<file path="config.mk">
export PLATFORM = sky130hd
export DESIGN_NAME = cfmbt_top
export DESIGN_NICKNAME = d
export VERILOG_FILES = /design/src/cfmbt_pkg.sv /design/src/cfmbt_top.sv
export SDC_FILE = /design/constraint.sdc
export NUM_CORES = 1
export LEC_CHECK = 0
export BUFFER_PORTS_ARGS = -buffer_cell sky130_fd_sc_hd__buf_2
export CAP_MARGIN = 20
export CELL_PAD_IN_SITES_DETAIL_PLACEMENT = 0
export CELL_PAD_IN_SITES_GLOBAL_PLACEMENT = 1
export CORE_ASPECT_RATIO = 0.8
export CORE_UTILIZATION = 42
export CTS_CLUSTER_SIZE = 12
export DETAILED_ROUTE_END_ITERATION = 16
export PLACE_DENSITY = 0.76
export SLEW_MARGIN = 20
export SYNTH_ARGS = -nofsm -noshare
export SYNTH_HDL_FRONTEND = slang
export SYNTH_SLANG_ARGS = --single-unit
</file>
<file path="constraint.sdc">
create_clock -name clk -period 4.2 [get_ports clk]
set_input_delay 0.84 -clock clk [delete_from_list [all_inputs] [get_ports clk]]
set_output_delay 0.84 -clock clk [all_outputs]
set_load 0.05 [all_outputs]
</file>
<file path="src/cfmbt_pkg.sv">
// package for the mask-select and bit-timing block
// assumes byte-wide registers reached over a plain strobe port
package cfmbt_pkg;

	// ----------------------------------------------------------
	// register offsets
	// ----------------------------------------------------------
	localparam logic [3:0] OFF_MSEL_4_7   = 4'h0;
	localparam logic [3:0] OFF_MSEL_8_11  = 4'h1;
	localparam logic [3:0] OFF_MSEL_12_15 = 4'h2;
	localparam logic [3:0] OFF_PRESCALE   = 4'h3;
	localparam logic [3:0] OFF_SEGMENTS   = 4'h4;
	localparam logic [3:0] OFF_WAKE_PH2   = 4'h5;
	localparam logic [3:0] OFF_PIN_CTRL   = 4'h6;
	localparam logic [3:0] OFF_MODE       = 4'h7;
	localparam logic [3:0] OFF_STATUS     = 4'h8;

	// ----------------------------------------------------------
	// reset values
	// ----------------------------------------------------------
	localparam logic [7:0] RST_MSEL_4_7   = 8'h05;
	localparam logic [7:0] RST_MSEL_8_11  = 8'h00;
	localparam logic [7:0] RST_MSEL_12_15 = 8'h00;
	localparam logic [7:0] RST_TIMING     = 8'h00;
	localparam logic [1:0] RST_OPMODE     = 2'h0;
	localparam logic       RST_CONFIG     = 1'b1;

	// ----------------------------------------------------------
	// field positions
	// ----------------------------------------------------------
	localparam int SJW_LSB     = 6;
	localparam int PH2SEL_BIT  = 7;
	localparam int TRIPLE_BIT  = 6;
	localparam int PH1_LSB     = 3;
	localparam int WAKE_DISABLE_BIT  = 7;
	localparam int WAKE_LINE_FILTER_BIT  = 6;
	localparam int DRVHI_BIT   = 5;
	localparam int CAPT_BIT    = 4;
	localparam logic [7:0] WAKE_PH2_MASK = 8'hc7;
	localparam logic [7:0] PIN_CTRL_MASK = 8'h30;

	// ----------------------------------------------------------
	// mask select codes, modes, timing
	// ----------------------------------------------------------
	localparam logic [1:0] SEL_MASK0  = 2'h0;
	localparam logic [1:0] SEL_MASK1  = 2'h1;
	localparam logic [1:0] SEL_FIL15  = 2'h2;
	localparam logic [1:0] SEL_NONE   = 2'h3;
	localparam logic [1:0] MODE_LEGACY = 2'h0;
	localparam logic [2:0] PROC_TIME_TQ = 3'h2;
	localparam logic [2:0] WAKE_FILT_LEN = 3'h4;

	typedef enum logic [1:0] {
		CFMBT_SYNC,
		CFMBT_PROP,
		CFMBT_PH1,
		CFMBT_PH2
	} cfmbt_seg_e;

endpackage

</file>
<file path="src/cfmbt_top.sv">
// mask selection, bit timing, wake-up and pin routing of a can node
// assumes bus_rx and shared pin are asynchronous; all else on clk
// Notes on behaviour
// - select code picks mask0, mask1, filter15, none
// - four codes per byte, high filter topmost
// - timing registers writable in configuration mode only
// - jump width is one plus field quanta
// - quantum is two times (prescaler plus one)
// - clear select: phase2 = max(phase1, processing time)
// - triple sampling before sample point when set
// - phase1 lasts one plus field quanta
// - propagation lasts one plus field quanta
// - phase2 field used only when select set
// - wake disable bit blocks bus wake-up
// - wake filter bit filters line before detection
// - drive-high bit drives recessive, else float
// - capture bit routes receive signal to capture
// - unimplemented bits read zero, writes ignored
// - mask selects writable in configuration mode only
// - mask selects exist only in modes 1, 2, 3
`timescale 1ns/1ps
`default_nettype none

module cfmbt_top
(
	input  wire logic       clk,
	input  wire logic       rst_n,
	input  wire logic [3:0] reg_addr,
	input  wire logic [7:0] reg_wdata,
	input  wire logic       reg_wr,
	input  wire logic       reg_rd,
	output var  logic [7:0] reg_rdata,
	input  wire logic       bus_rx,
	input  wire logic       tx_bit,
	input  wire logic       msg_rx_active,
	input  wire logic       shared_capture_pin,
	output var  logic       bus_transmit_pin_o,
	output var  logic       bus_transmit_pin_oe,
	output var  logic       capture_unit_in,
	output var  logic       rx_sample,
	output var  logic       sample_point,
	output var  logic       bus_wake,
	output var  logic [47:0] filter_mask_sel
);

	// ----------------------------------------------------------
	// registers
	// ----------------------------------------------------------
	logic [7:0]  msel_q [3];
	logic [7:0]  prescale_q;
	logic [7:0]  segments_q;
	logic [7:0]  wake_ph2_q;
	logic [7:0]  pin_ctrl_q;
	logic [1:0]  opmode_q;
	logic        config_q;
	logic        enhanced;
	logic        msel_addr;
	logic [1:0]  msel_idx;

	assign enhanced  = (opmode_q != cfmbt_pkg::MODE_LEGACY);
	assign msel_addr = (reg_addr <= cfmbt_pkg::OFF_MSEL_12_15);
	assign msel_idx  = reg_addr[1:0];

	always_ff @(posedge clk or negedge rst_n)
	begin
		if (!rst_n)
		begin
			msel_q[0] <= cfmbt_pkg::RST_MSEL_4_7;
			msel_q[1] <= cfmbt_pkg::RST_MSEL_8_11;
			msel_q[2] <= cfmbt_pkg::RST_MSEL_12_15;
		end
		else if (reg_wr && msel_addr && config_q && enhanced)
		begin
			msel_q[msel_idx] <= reg_wdata;
		end
	end

	always_ff @(posedge clk or negedge rst_n)
	begin
		if (!rst_n)
		begin
			prescale_q <= cfmbt_pkg::RST_TIMING;
			segments_q <= cfmbt_pkg::RST_TIMING;
			wake_ph2_q <= cfmbt_pkg::RST_TIMING;
		end
		else if (reg_wr && config_q)
		begin
			if (reg_addr == cfmbt_pkg::OFF_PRESCALE)
				prescale_q <= reg_wdata;
			else if (reg_addr == cfmbt_pkg::OFF_SEGMENTS)
				segments_q <= reg_wdata;
			else if (reg_addr == cfmbt_pkg::OFF_WAKE_PH2)
				wake_ph2_q <= reg_wdata & cfmbt_pkg::WAKE_PH2_MASK;
		end
	end

	// pin control and mode word are writable at any time
	always_ff @(posedge clk or negedge rst_n)
	begin
		if (!rst_n)
		begin
			pin_ctrl_q <= cfmbt_pkg::RST_TIMING;
			opmode_q   <= cfmbt_pkg::RST_OPMODE;
			config_q   <= cfmbt_pkg::RST_CONFIG;
		end
		else if (reg_wr)
		begin
			if (reg_addr == cfmbt_pkg::OFF_PIN_CTRL)
				pin_ctrl_q <= reg_wdata & cfmbt_pkg::PIN_CTRL_MASK;
			else if (reg_addr == cfmbt_pkg::OFF_MODE)
			begin
				config_q <= reg_wdata[7];
				opmode_q <= reg_wdata[1:0];
			end
		end
	end

	// ----------------------------------------------------------
	// register read, one cycle after the strobe
	// ----------------------------------------------------------
	logic [7:0] rd_d;
	logic [1:0] seg_code;

	always_comb
	begin
		rd_d = 8'h00;
		if (msel_addr)
			rd_d = enhanced ? msel_q[msel_idx] : 8'h00;
		else if (reg_addr == cfmbt_pkg::OFF_PRESCALE)
			rd_d = prescale_q;
		else if (reg_addr == cfmbt_pkg::OFF_SEGMENTS)
			rd_d = segments_q;
		else if (reg_addr == cfmbt_pkg::OFF_WAKE_PH2)
			rd_d = wake_ph2_q;
		else if (reg_addr == cfmbt_pkg::OFF_PIN_CTRL)
			rd_d = pin_ctrl_q;
		else if (reg_addr == cfmbt_pkg::OFF_MODE)
			rd_d = {config_q, 5'h00, opmode_q};
		else if (reg_addr == cfmbt_pkg::OFF_STATUS)
			rd_d = {4'h0, bus_wake, rx_sample, seg_code};
	end

	always_ff @(posedge clk or negedge rst_n)
	begin
		if (!rst_n)
			reg_rdata <= 8'h00;
		else
			reg_rdata <= reg_rd ? rd_d : 8'h00;
	end

	// ----------------------------------------------------------
	// mask select decode per filter 4..15
	// ----------------------------------------------------------
	genvar gi;
	generate
		for (gi = 0; gi < 12; gi++)
		begin : g_sel
			logic [1:0] code;
			assign code = msel_q[gi / 4][(gi % 4) * 2 +: 2];
			// one-hot in modes 1, 2, 3: mask0, mask1, filter15, none; all zero in legacy mode
			always_ff @(posedge clk or negedge rst_n)
			begin
				if (!rst_n)
					filter_mask_sel[gi*4 +: 4] <= 4'h0;
				else if (!enhanced)
					filter_mask_sel[gi*4 +: 4] <= 4'h0;
				else
					filter_mask_sel[gi*4 +: 4] <= 4'h1 << code;
			end
		end
	endgenerate

	// ----------------------------------------------------------
	// input synchronisers
	// ----------------------------------------------------------
	logic [1:0] rx_sync_q;
	logic [1:0] pin_sync_q;

	always_ff @(posedge clk or negedge rst_n)
	begin
		if (!rst_n)
		begin
			rx_sync_q  <= 2'b11;
			pin_sync_q <= 2'b00;
		end
		else
		begin
			rx_sync_q  <= {rx_sync_q[0], bus_rx};
			pin_sync_q <= {pin_sync_q[0], shared_capture_pin};
		end
	end

	logic rx_s;
	logic rx_prev_q;
	assign rx_s = rx_sync_q[1];

	// ----------------------------------------------------------
	// time quantum prescaler
	// ----------------------------------------------------------
	logic [6:0] tq_cnt_q;
	logic [6:0] tq_len;
	logic       tq_tick;

	// two times (field + 1) oscillator cycles
	assign tq_len  = {prescale_q[5:0], 1'b1};
	assign tq_tick = (tq_cnt_q == tq_len);

	always_ff @(posedge clk or negedge rst_n)
	begin
		if (!rst_n)
			tq_cnt_q <= 7'h00;
		else if (tq_tick)
			tq_cnt_q <= 7'h00;
		else
			tq_cnt_q <= tq_cnt_q + 7'h01;
	end

	// ----------------------------------------------------------
	// segment lengths
	// ----------------------------------------------------------
	logic [3:0] prop_len;
	logic [3:0] ph1_len;
	logic [3:0] ph2_len;
	logic [3:0] sjw_len;
	logic [3:0] ipt_len;

	assign prop_len = {1'b0, segments_q[2:0]} + 4'h1;
	assign ph1_len  = {1'b0, segments_q[cfmbt_pkg::PH1_LSB +: 3]} + 4'h1;
	assign sjw_len  = {2'b00, prescale_q[cfmbt_pkg::SJW_LSB +: 2]} + 4'h1;
	assign ipt_len  = {1'b0, cfmbt_pkg::PROC_TIME_TQ};

	always_comb
	begin
		if (segments_q[cfmbt_pkg::PH2SEL_BIT])
			ph2_len = {1'b0, wake_ph2_q[2:0]} + 4'h1;
		else
			ph2_len = (ph1_len > ipt_len) ? ph1_len : ipt_len;
	end

	// ----------------------------------------------------------
	// bit timing state machine
	// ----------------------------------------------------------
	cfmbt_pkg::cfmbt_seg_e seg_q;
	logic [4:0] q_cnt_q;
	logic [4:0] ph1_ext_q;
	logic       edge_fall;
	logic [4:0] err;
	logic [4:0] adj;

	assign seg_code  = seg_q;
	assign edge_fall = rx_prev_q && !rx_s;

	// phase error in quanta, clipped to the jump width
	always_comb
	begin
		err = 5'h00;
		if (seg_q == cfmbt_pkg::CFMBT_PROP || seg_q == cfmbt_pkg::CFMBT_PH1)
			err = q_cnt_q + 5'h01;
		else if (seg_q == cfmbt_pkg::CFMBT_PH2)
			err = {1'b0, ph2_len} - q_cnt_q;
		adj = (err > {1'b0, sjw_len}) ? {1'b0, sjw_len} : err;
	end

	always_ff @(posedge clk or negedge rst_n)
	begin
		if (!rst_n)
			rx_prev_q <= 1'b1;
		else
			rx_prev_q <= rx_s;
	end

	always_ff @(posedge clk or negedge rst_n)
	begin
		if (!rst_n)
		begin
			seg_q     <= cfmbt_pkg::CFMBT_SYNC;
			q_cnt_q   <= 5'h00;
			ph1_ext_q <= 5'h00;
		end
		else if (edge_fall && seg_q == cfmbt_pkg::CFMBT_PH2)
		begin
			// early edge: cut phase 2 by up to the jump width; restart the bit if that ends it
			if (adj >= {1'b0, ph2_len} - q_cnt_q)
			begin
				seg_q   <= cfmbt_pkg::CFMBT_PROP;
				q_cnt_q <= 5'h00;
			end
			else
				q_cnt_q <= q_cnt_q + adj;
			ph1_ext_q <= 5'h00;
		end
		else if (edge_fall && seg_q != cfmbt_pkg::CFMBT_SYNC
			&& ph1_ext_q == 5'h00)
		begin
			ph1_ext_q <= adj;
		end
		else if (tq_tick)
		begin
			case (seg_q)
				cfmbt_pkg::CFMBT_SYNC:
				begin
					seg_q   <= cfmbt_pkg::CFMBT_PROP;
					q_cnt_q <= 5'h00;
				end
				cfmbt_pkg::CFMBT_PROP:
				begin
					if (q_cnt_q + 5'h01 >= {1'b0, prop_len})
					begin
						seg_q   <= cfmbt_pkg::CFMBT_PH1;
						q_cnt_q <= 5'h00;
					end
					else
						q_cnt_q <= q_cnt_q + 5'h01;
				end
				cfmbt_pkg::CFMBT_PH1:
				begin
					if (q_cnt_q + 5'h01 >= {1'b0, ph1_len} + ph1_ext_q)
					begin
						seg_q   <= cfmbt_pkg::CFMBT_PH2;
						q_cnt_q <= 5'h00;
					end
					else
						q_cnt_q <= q_cnt_q + 5'h01;
				end
				default:
				begin
					if (q_cnt_q + 5'h01 >= {1'b0, ph2_len})
					begin
						seg_q     <= cfmbt_pkg::CFMBT_SYNC;
						q_cnt_q   <= 5'h00;
						ph1_ext_q <= 5'h00;
					end
					else
						q_cnt_q <= q_cnt_q + 5'h01;
				end
			endcase
		end
	end

	// ----------------------------------------------------------
	// sampling
	// ----------------------------------------------------------
	logic       sp_now;
	logic [2:0] samp_q;
	logic       maj;

	assign sp_now = tq_tick && seg_q == cfmbt_pkg::CFMBT_PH1
		&& (q_cnt_q + 5'h01 >= {1'b0, ph1_len} + ph1_ext_q);
	assign maj = (samp_q[0] & samp_q[1]) | (samp_q[0] & samp_q[2])
		| (samp_q[1] & samp_q[2]);

	// shift in one sample per quantum; last three precede the point
	always_ff @(posedge clk or negedge rst_n)
	begin
		if (!rst_n)
			samp_q <= 3'b111;
		else if (tq_tick)
			samp_q <= {samp_q[1:0], rx_s};
	end

	always_ff @(posedge clk or negedge rst_n)
	begin
		if (!rst_n)
		begin
			rx_sample    <= 1'b1;
			sample_point <= 1'b0;
		end
		else
		begin
			sample_point <= sp_now;
			if (sp_now)
				rx_sample <= segments_q[cfmbt_pkg::TRIPLE_BIT]
					? maj : rx_s;
		end
	end

	// ----------------------------------------------------------
	// wake-up detection
	// ----------------------------------------------------------
	// filter needs the low level for several clocks, rejecting glitches
	logic [2:0] low_cnt_q;

	always_ff @(posedge clk or negedge rst_n)
	begin
		if (!rst_n)
			low_cnt_q <= 3'h0;
		else if (rx_s)
			low_cnt_q <= 3'h0;
		else if (low_cnt_q != cfmbt_pkg::WAKE_FILT_LEN)
			low_cnt_q <= low_cnt_q + 3'h1;
	end

	always_ff @(posedge clk or negedge rst_n)
	begin
		if (!rst_n)
			bus_wake <= 1'b0;
		else if (wake_ph2_q[cfmbt_pkg::WAKE_DISABLE_BIT])
			bus_wake <= 1'b0;
		else if (wake_ph2_q[cfmbt_pkg::WAKE_LINE_FILTER_BIT])
			bus_wake <= (low_cnt_q == cfmbt_pkg::WAKE_FILT_LEN);
		else
			bus_wake <= !rx_s;
	end

	// ----------------------------------------------------------
	// pin drive and capture routing
	// ----------------------------------------------------------
	always_ff @(posedge clk or negedge rst_n)
	begin
		if (!rst_n)
		begin
			bus_transmit_pin_o  <= 1'b1;
			bus_transmit_pin_oe <= 1'b0;
			capture_unit_in     <= 1'b0;
		end
		else
		begin
			bus_transmit_pin_o  <= tx_bit;
			// recessive is one: float unless drive-high set
			bus_transmit_pin_oe <= !tx_bit
				|| pin_ctrl_q[cfmbt_pkg::DRVHI_BIT];
			capture_unit_in <= pin_ctrl_q[cfmbt_pkg::CAPT_BIT]
				? msg_rx_active : pin_sync_q[1];
		end
	end

endmodule

`default_nettype wire

</file>
==> run summary, run 1 <==
Die area: 0.0178 mm^2
Die X: 149 um
Most used flip-flop cell after synthesis: dfrtp_1
Post-CTS Hold Buffers: 0
Pleak: 0.00443 uW
Setup Crit Path Kind: reg -> reg
RSZ-0062 raised after global routing: yes
Placement Cell Area: 0.00816 mm^2
# diodes: 0
FF+latch count, synth: 142
Placed Instances: 968
Post-synth EDFFs: 0
GRT Resource Usage Total: 22.0%
Core Rows: 42
Core box area: 0.0167 mm^2
Via Count: 5,436
Crit end category: flip-flop
Fin. Hold Viols: 0
Dpl hpwl: 13,700 um
Post-route cell area: 0.00896 mm^2
Post-synthesis sequential area ratio: 49.3%
Startpoint Class: flip-flop
Clk sink count: 142
Worst slew margin: 30.6%
Ports: 82
Die Y-Extent: 119 um
Fmax: 0.232 GHz
Cells after Synth: 648
Global-route wire length before repair: 29,200 um
Layout Cells excl Fill: 1,010
Worst-path clk slew: 0.06 ns
Wire length per cell: 18.4 um
Root Buffer: clkbuf_16
Input/output buffers: 81
Max Cap Viol: 0
Synth Area per Inst: 11.2 um^2
Antenna violations before repair: 0
Clock latency on the worst-skew pair: 0.42 ns
Largest net degree at the start of global routing: 88
WP data required: 4.50 ns
Filler instances: 1,452
Via density: 5.38
Clock skew: 0.00779 ns
Power per cell area: 768 mW/mm^2
Detail Route Antenna Nets: 0
Maximum clock path buffer count: 2
Worst hold path type: reg -> reg
Violated checks: negative setup slack
Final GP Congestion: 0.873
Fraction of registers with async set/reset: 100%
Final setup vio count: 7
Min Clock Period, post-route: 4.32 ns
H-tree levels: 4
Post-synth top area cell: dfrtp_1
Post-synthesis cell type count: 74
Most area-consuming cells after synthesis: dfrtp_1 (45%), ha_1 (7.8%), mux2_2 (7.0%)
Ys Warns: 0
Post-synth top area share: 45.3%
Total CTS buffers: 17
Worst vdd ir: 383 uV
Drt total wl: 18,600 um
Drt drc: 0
Status: finished with violations
Final Cycle Share: 103%
TritonRoute pass-1 iters: 5
CTS tree: built
Final Max Tran Viols: 0
Synthesis-to-finish area growth: 23.8%
Final nets: 846
Initial drt markers: 418
Post-synth design cell area: 0.00724 mm^2
WP data arrival: 4.62 ns
Slew at the pin closest to its max-slew limit: 1.04 ns
Starting density of the core: 43.3%
CP Max Fanout: 4
Final worst setup slack: -0.116 ns
Vias in the first global route: 5,208
Share of cells above drive strength 1: 33.4%
Design Power: 6890 uW
Total gr overflow: 0
Synthesized Nets: 716
==> cell families after synthesis <==
logic type | after synthesis | share of synthesized area, %
xor gates and xnor gates | 24 | 2.90
AOI/OAI and AO/OA | 96 | 9.57
and+or+nand+nor | 212 | 15.6
DFF | 142 | 49.3
adders and majority gates | 49 | 8.75
buffers and inverters | 53 | 2.90
muxes | 71 | 11.0
other | 1 | 0.0518
==> registers in the layout, summed over array words and instances (netlist names), 2 cells and up <==
name,cells
filter_mask_sel,48
low_cnt_q,3
samp_q,3
q_cnt_q,5
seg_code,2
rx_sync_q,2
tq_cnt_q,7
pin_sync_q,2
ph1_ext_q,5
opmode_q,2
wake_ph2_q,5
g_sel.code,24
pin_ctrl_q,2
prescale_q,8
reg_rdata,8
segments_q,8
==> what timing repair did <==
| action | in CTS | in global routing |
|---|---|---|
| resized for setup | 9 | 19 |
| setup buffers | 7 | 5 |
| setup endpoints to repair | 7 | 7 |
| gates cloned | 0 | 0 |
| pin swaps | 4 | 21 |
==> worst paths after layout <==
kind | startpoint | endpoint | slack, ns | depth (start not counted)
worst max register to register | segments_q[3] | seg_code[1] | -0.12 | 19
min in group asynchronous | rst_n | filter_mask_sel[23] | 0.47 | 1
worst min-delay path | pin_sync_q[0] | pin_sync_q[1] | 0.35 | 0
worst max-delay path | segments_q[3] | seg_code[1] | -0.12 | 19
max in group asynchronous | rst_n | rx_sync_q[0] | 2.90 | 2
worst min register to register | pin_sync_q[0] | pin_sync_q[1] | 0.35 | 0
==> Yosys cell counts (6+ instances only) <==
| cell type | count |
|---|---|
| o21ai_0 | 26 |
| xor2_1 | 11 |
| and2_1 | 6 |
| and3_1 | 16 |
| nor3b_1 | 9 |
| nand4_1 | 10 |
| mux2_2 | 45 |
| buf_2 | 6 |
| nand2_1 | 55 |
| mux2i_1 | 14 |
| clkbuf_1 | 10 |
| nor2b_1 | 9 |
| nand3_1 | 15 |
| a21oi_1 | 18 |
| mux2_1 | 9 |
| nor3_1 | 18 |
| a22oi_1 | 6 |
| dfrtp_1 | 131 |
| xnor2_1 | 13 |
| dfstp_2 | 11 |
| nor2_1 | 47 |
| ha_1 | 45 |
| inv_1 | 34 |
==> cell usage in the layout (no fill, tap or decap), types with 5 or more instances in the layout <==
master     Yosys  routed
dfrtp_1      131     129
a21oi_1       18      17
buf_2          6      80
dfstp_2       11      11
o21ai_0       26      19
a21o_1         5       5
nand2_1       55      55
o21ai_1        3       6
a32oi_1        5       5
clkbuf_16      0      17
buf_4          1      45
nor2_1        47      45
nor3b_1        9       9
mux2i_1       14      13
nand4_1       10      10
mux2_1         9       9
and2_1         6       6
xnor2_1       13      13
ha_1          45      39
nand3_1       15      15
inv_1         34      31
ha_4           0       5
nand2b_1       5       5
a22oi_1        6       5
xor2_1        11      11
mux2_2        45      45
nor3_1        18      18
and3_1        16      16
nor2b_1        9       8
==> report_power, final <==
part | switching, uW | total, uW | internal (uW)
combinational | 1880 | 3450 | 1570
sequential | 249 | 1890 | 1640
clock | 603 | 1550 | 950
==> critical path, stage by stage (launching register included) <==
cell and delay [ns]:
dfrtp_2 0.44, ha_4 0.28, nor2_2 0.04, o21ai_2 0.16, inv_2 0.07, fa_2 0.56
o21ai_2 0.07, ha_1 0.31, nor2b_4 0.13, o21ai_1 0.12, nand2b_1 0.13, a2bb2oi_4 0.20
o211ai_4 0.13, mux2_4 0.33, ha_4 0.27, o21ai_2 0.06, a21oi_2 0.20, a211oi_4 0.12
a2111oi_4 0.23, mux2_1 0.35
==> routing by layer <==
metal / part of all wire [%] / wire, um / track usage [%] / vias to the layer above
met5: 0 / 0 / 0 / -
met4: 1.2 / 223 / 5.93 / 0
met3: 5.7 / 1060 / 5.52 / 17
met2: 43 / 7900 / 30.1 / 151
met1: 51 / 9380 / 34.0 / 2712
li1: - / - / - / 2556
==> cell type report <==
class                      instances  area (um^2)  share of cell area [%]
clock inverter                    13          164                    1.83
clock buffer                      18          439                    4.90
sequential                       142         3570                    39.8
timing repair buffer             129          792                    8.84
inverter                          35          131                    1.47
tap                              220          275                    3.07
multi-input combinational        453         3590                    40.1
==> metrics by stage <==
stage	utilization, %	hold slack [ns]	TNS [ns]	setup WS (ns)
2_1_floorplan	-	0.331	-0.0300	-0.0300
3_3_place_gp	48.8	0.345	-0.0890	-0.0655
3_5_place_dp	48.8	0.343	-0.647	-0.176
4_1_cts	53.0	0.357	-0.142	-0.0776
5_1_grt	53.6	0.360	-1.54	-0.318
6_report	53.6	0.354	-0.413	-0.116
(Power assumes the default switching activity.)
==> inputs of run 2 (changes only) <==
Settings changed: CTS_CLUSTER_DIAMETER from default to 200, RECOVER_POWER from default to 100.
==> run 2 against run 1 <==
The run ends with max-capacitance violations, max-slew violations, negative setup slack left. Via count down 0.35%. Sequential power about the same. Final cell count unchanged. Routed wire length up 0.25%. Fmax about the same. Count of clock-buffer cells in the layout unchanged.
==> run summary, run 2 (synthesis results as in run 1) <==
Status: finished with violations
Final Max Tran Viols: 120 (+120)
Violated checks: max-capacitance violations, max-slew violations, negative setup slack
Ports: 82 (unchanged)
Pleak: 0.00416 uW (-6.1%)
Biggest register: filter_mask_sel
Worst vdd ir: 379 uV (-1.0%)
Startpoint Class: flip-flop
Fmax: 0.232 GHz (about the same)
Total CTS buffers: 17 (unchanged)
Detail Route Antenna Nets: 0 (unchanged)
CP most frequent cell: o21ai_2
Commonest non-fill, non-tap cell in the layout: dfrtp_1
Drt drc: 0 (unchanged)
Dpl hpwl: 13,700 um (unchanged)
Starting density of the core: 43.3% (unchanged)
Slowest stage delay, CP: 0.56 ns (about the same)
Crit end category: flip-flop
CP Max Fanout: 4 (unchanged)
Total gr overflow: 0 (unchanged)
Worst path slowest cell: fa_2
# diodes: 0 (unchanged)
WP data required: 4.50 ns (about the same)
Via density: 5.36 (-0.35%)
Die Y-Extent: 119 um (unchanged)
Die area: 0.0178 mm^2 (unchanged)
Hold_ws: 0.353 ns (-0.000137 ns)
Share of cells above drive strength 1: 24.2% (-9.2 points)
Max Cap Viol: 2 (+2)
Worst slew margin: -35.8% (-66 points)
Number of flip-flops in the largest register: 48 (unchanged)
Antenna violations before repair: 0 (unchanged)
Final nets: 846 (unchanged)
TritonRoute pass-1 iters: 5 (unchanged)
Root Buffer: clkbuf_16
Core Rows: 42 (unchanged)
Final worst setup slack: -0.112 ns (+0.00414 ns)
Power per cell area: 777 mW/mm^2 (+1.1%)
Via Count: 5,417 (-0.35%)
Core box area: 0.0167 mm^2 (unchanged)
Die X: 149 um (unchanged)
Most frequent cells in the layout: dfrtp_1 (129), clkbuf_1 (64), nand2_1 (56), nor2_1 (47), mux2_2 (45)
Pre-CTS setup slack: -0.176 ns (unchanged)
Fin. Hold Viols: 0 (unchanged)
Crit path buf inv count: 1 (unchanged)
Worst hold path type: reg -> reg
WP data arrival: 4.61 ns (about the same)
Maximum clock path buffer count: 2 (unchanged)
Wire length per cell: 18.4 um (+0.25%)
Delay-heaviest family, CP: adder cells
Crit-path cells: ha_4 > nor2_2 > o21ai_2 > inv_2 > fa_2 > o21ai_2 > ha_1 > nor2b_4 > o21ai_1 > nand2b_1 > a2bb2oi_4 > o211ai_4 > mux2_4 > ha_4 > o21ai_2 > a21oi_2 > a211oi_4 > a2111oi_4 > mux2_1
Largest net degree at the start of global routing: 88 (unchanged)
Drt total wl: 18,600 um (+0.25%)
CTS tree: built
Global-route wire length before repair: 29,200 um (unchanged)
Vias in the first global route: 5,208 (unchanged)
Clk sink count: 142 (unchanged)
Setup Crit Path Kind: reg -> reg
Clock latency on the worst-skew pair: 0.42 ns (about the same)
Input/output buffers: 81 (unchanged)
Final GP Congestion: 0.873 (unchanged)
GRT Resource Usage Total: 22.0% (unchanged)
Slew at the pin closest to its max-slew limit: 2.04 ns (+0.996 ns)
Synthesis-to-finish area growth: 21.7%
RSZ-0062 raised after global routing: yes
Final Cycle Share: 103% (about the same)
Worst-path clk slew: 0.06 ns (about the same)
Min Clock Period, post-route: 4.31 ns (-0.00414 ns)
Initial drt markers: 364 (-13%)
Final setup vio count: 7 (unchanged)
Clock skew: 0.00790 ns (+0.000108 ns)
H-tree levels: 4 (unchanged)
[run 2: layout make-up]
type / count / area [um^2]
Clock buffer: 18 / 439
Clock inverter: 13 / 164
Fill cell: 1504 / 7900
Inverter: 35 / 131
Multi-Input combinational cell: 453 / 3550
Sequential cell: 142 / 3570
Tap cell: 220 / 275
Timing Repair Buffer: 129 / 688
[run 2: final timing paths]
check                                   start  slack (ns)                  end  cells after the start
worst max-delay path            segments_q[3]       -0.11          seg_code[1]                     19
worst min-delay path            pin_sync_q[0]        0.35        pin_sync_q[1]                      0
worst max register to register  segments_q[3]       -0.11          seg_code[1]                     19
worst min register to register  pin_sync_q[0]        0.35        pin_sync_q[1]                      0
max in group asynchronous               rst_n        0.79        segments_q[4]                      2
min in group asynchronous               rst_n        0.99  filter_mask_sel[23]                      1
[run 2: timing repair]
item	CTS	global route
pin swaps	4	21
setup buffers	7	5
hold buffers	0	0
gates resized for setup	9	19
setup endpoints to repair	7	7
hold endpoints to repair	0	0
[run 2: per-stage QoR]
step / TNS [ns] / std cells / util [%] / instance area, um^2 / power (uW)
finish: -0.334 / 1010 / 52.7 / 8810 / 6850
floorplan: -0.0300 / 648 / - / 7260 / 3830
CTS: -0.142 / 1005 / 53.0 / 8850 / 6610
detailed placement: -0.647 / 968 / 48.8 / 8160 / 4850
global placement: -0.0890 / 968 / 48.8 / 8160 / 4790
global route: -1.54 / 1010 / 52.7 / 8810 / 7260
[run 2: layer usage]
metal	wire [um]	share of wire [%]	global-route usage [%]	up-vias
met5	0	0	0	-
met4	155	0.83	5.93	0
met3	1090	5.9	5.52	11
met2	7950	43	30.1	143
met1	9410	51	34.0	2715
li1	-	-	-	2548
[run 2: where the power goes]
group | internal, uW | switching, uW | total [uW]
clock network | 950 | 603 | 1550
registers | 1640 | 252 | 1890
logic | 1530 | 1870 | 3410
==> inputs of run 3 (changes only) <==
Settings changed: CORE_MARGIN from default to 3.
==> run 3 against run 2 <==
The flow still finishes with violations (max-capacitance violations, max-slew violations, negative setup slack). Non-clock buffer count unchanged. Fmax grew 0.66%. Register-to-register slack better by 0.03 ns. Via count up 1.0%. Die area increased by 6.1%. Routed wire length is 2.8% higher. Critical path type unchanged. Highest routed layer unchanged.
==> run summary, run 3 (synthesis results as in run 1) <==
Largest net degree at the start of global routing: 111 (+26%)
Detail Route Antenna Nets: 0 (unchanged)
Share of cells above drive strength 1: 24.3% (+0.13 points)
Total CTS buffers: 17 (unchanged)
Max Cap Viol: 2 (unchanged)
Ports: 82 (unchanged)
Dpl hpwl: 13,900 um (+2.0%)
Finished Core Util: 53.4% (+0.61 points)
Wire length per cell: 18.9 um (+2.8%)
Die area: 0.0189 mm^2 (+6.1%)
H-tree levels: 4 (unchanged)
Register cell area after layout: 0.00357 mm^2 (about the same)
GRT Resource Usage Total: 20.2% (-1.8 points)
Die Y-Extent: 123 um (+3.3%)
Initial drt markers: 488 (+34%)
Filler instances: 1,486 (-1.2%)
Core Rows: 42 (unchanged)
Biggest register: filter_mask_sel
Pleak: 0.00418 uW (+0.33%)
Crit end category: flip-flop
Final Max Tran Viols: 143 (+19%)
WP data required: 4.53 ns (+0.03 ns)
RSZ-0062 raised after global routing: yes
Startpoint Class: flip-flop
Vias in the first global route: 5,299 (+1.7%)
Global-route wire length before repair: 29,500 um (+0.99%)
Starting density of the core: 43.3% (unchanged)
Drt drc: 0 (unchanged)
Worst vdd ir: 384 uV (+1.4%)
Worst slew margin: -82.7% (-47 points)
Final GP Congestion: 0.928 (+6.3%)
CP Max Fanout: 6 (+2)
Root Buffer: clkbuf_16
Clock skew: 0.00800 ns (+0.000101 ns)
WP data arrival: 4.61 ns (about the same)
Drt total wl: 19,100 um (+2.8%)
Fin. Hold Viols: 0 (unchanged)
Clk sink count: 142 (unchanged)
Input/output buffers: 81 (unchanged)
Violated checks: max-capacitance violations, max-slew violations, negative setup slack
Final worst setup slack: -0.0832 ns (+0.0285 ns)
Multi-input logic area: 0.00362 mm^2 (+2.2%)
Antenna violations before repair: 0 (unchanged)
Setup Crit Path Kind: reg -> reg
Final nets: 846 (unchanged)
Pre-CTS setup slack: -0.204 ns (-0.0287 ns)
TritonRoute pass-1 iters: 6 (+1)
Final setup vio count: 6 (-1)
Worst-path clk slew: 0.06 ns (about the same)
Power per cell area: 795 mW/mm^2 (+2.3%)
Die X: 153 um (+2.7%)
Total gr overflow: 0 (unchanged)
Synthesis-to-finish area growth: 23.2%
Min Clock Period, post-route: 4.28 ns (-0.0285 ns)
Commonest non-fill, non-tap cell in the layout: dfrtp_1
Via Count: 5,472 (+1.0%)
Slew at the pin closest to its max-slew limit: 2.74 ns (+0.703 ns)
Worst hold path type: reg -> reg
Via density: 5.42 (+1.0%)
Core box area: 0.0167 mm^2 (unchanged)
Number of flip-flops in the largest register: 48 (unchanged)
Most frequent cells in the layout: dfrtp_1 (131), clkbuf_1 (67), nand2_1 (56), nor2_1 (47), mux2_2 (45)
Clock latency on the worst-skew pair: 0.42 ns (about the same)
Status: finished with violations
Final Cycle Share: 102% (-0.68 points)
Fmax: 0.233 GHz (+0.66%)
# diodes: 0 (unchanged)
Maximum clock path buffer count: 2 (unchanged)
CTS tree: built
run 3: changes by cell type in the layout (fill, tap and decap cells not counted), moves of 2 or more:
cell,delta
o21ai_1,+2
buf_4,-3
inv_2,-2
o21ai_2,-2
buf_6,+2
a32oi_1,-2
o21ai_0,-2
inv_1,+2
dfrtp_2,-2
dfrtp_1,+2
o21ai_4,+2
clkbuf_1,+3
a32oi_2,+2
run 3: worst paths after layout:
kind | startpoint | end | cells past startpoint | slack [ns]
setup reg to reg | segments_q[4] | q_cnt_q[4] | 20 | -0.08
hold reg to reg | pin_sync_q[0] | pin_sync_q[1] | 0 | 0.35
hold / removal | pin_sync_q[0] | pin_sync_q[1] | 0 | 0.35
min in group asynchronous | rst_n | filter_mask_sel[20] | 1 | 1.22
max in group asynchronous | rst_n | segments_q[0] | 2 | 1.08
setup / recovery | segments_q[4] | q_cnt_q[4] | 20 | -0.08
run 3: cell type report:
cell class              instances  area share, %
multi-input cells             453           40.7
flip-flops and latches        142           40.0
clock inverters                13           2.12
repair buffers                129           7.73
inverters                      35           1.47
well taps                     220           3.09
clock buffers                  18           4.93
run 3: power breakdown:
| part | leakage (uW) | switching, uW | internal (uW) | total, uW |
|---|---|---|---|---|
| combinational | 0.00204 | 2010 | 1600 | 3610 |
| clock | 0.000302 | 592 | 1010 | 1600 |
| sequential | 0.00183 | 241 | 1640 | 1880 |
| total | 0.00418 | 2850 | 4240 | 7090 |
run 3: layer usage:
metal	vias up	global-route usage, %	wire length, um
li1	2558	-	-
met1	2706	30.5	9210
met2	192	28.8	8270
met3	16	6.47	1460
met4	0	3.67	186
met5	-	0	0
run 3: timing repair:
| action | 4_1_cts | 5_1_grt |
|---|---|---|
| pin swaps | 6 | 11 |
| hold buffers | 0 | 0 |
| setup endpoints to repair | 7 | 7 |
| hold endpoints to repair | 0 | 0 |
| buffers inserted | 4 | 4 |
| resized for setup | 16 | 21 |
run 3: stage by stage:
stage | setup TNS [ns] | cell area [um^2] | instances | total power (uW) | hold slack [ns]
CTS | -0.0652 | 8920 | 1006 | 6780 | 0.351
floorplan | -0.0300 | 7260 | 648 | 3830 | 0.331
global placement | -0.108 | 8170 | 971 | 4800 | 0.345
detailed placement | -0.783 | 8170 | 971 | 4870 | 0.344
finish | -0.240 | 8920 | 1010 | 7090 | 0.348
global route | -1.39 | 8920 | 1010 | 7520 | 0.364
run 3: critical path, stage by stage, from the launching register on:
cell and delay [ns]:
dfrtp_1 0.43, ha_4 0.30, nor2_2 0.04, o21ai_2 0.12, inv_1 0.09, fa_2 0.55, o21ai_2 0.06, ha_1 0.29
nor2b_1 0.13, o21ai_1 0.11, nand2b_1 0.12, a2bb2oi_4 0.18, o211ai_4 0.12, mux2_4 0.34, ha_4 0.25, o21ai_4 0.15
a21oi_4 0.09, a211oi_4 0.36, buf_6 0.19, a22oi_2 0.06, o22ai_1 0.20
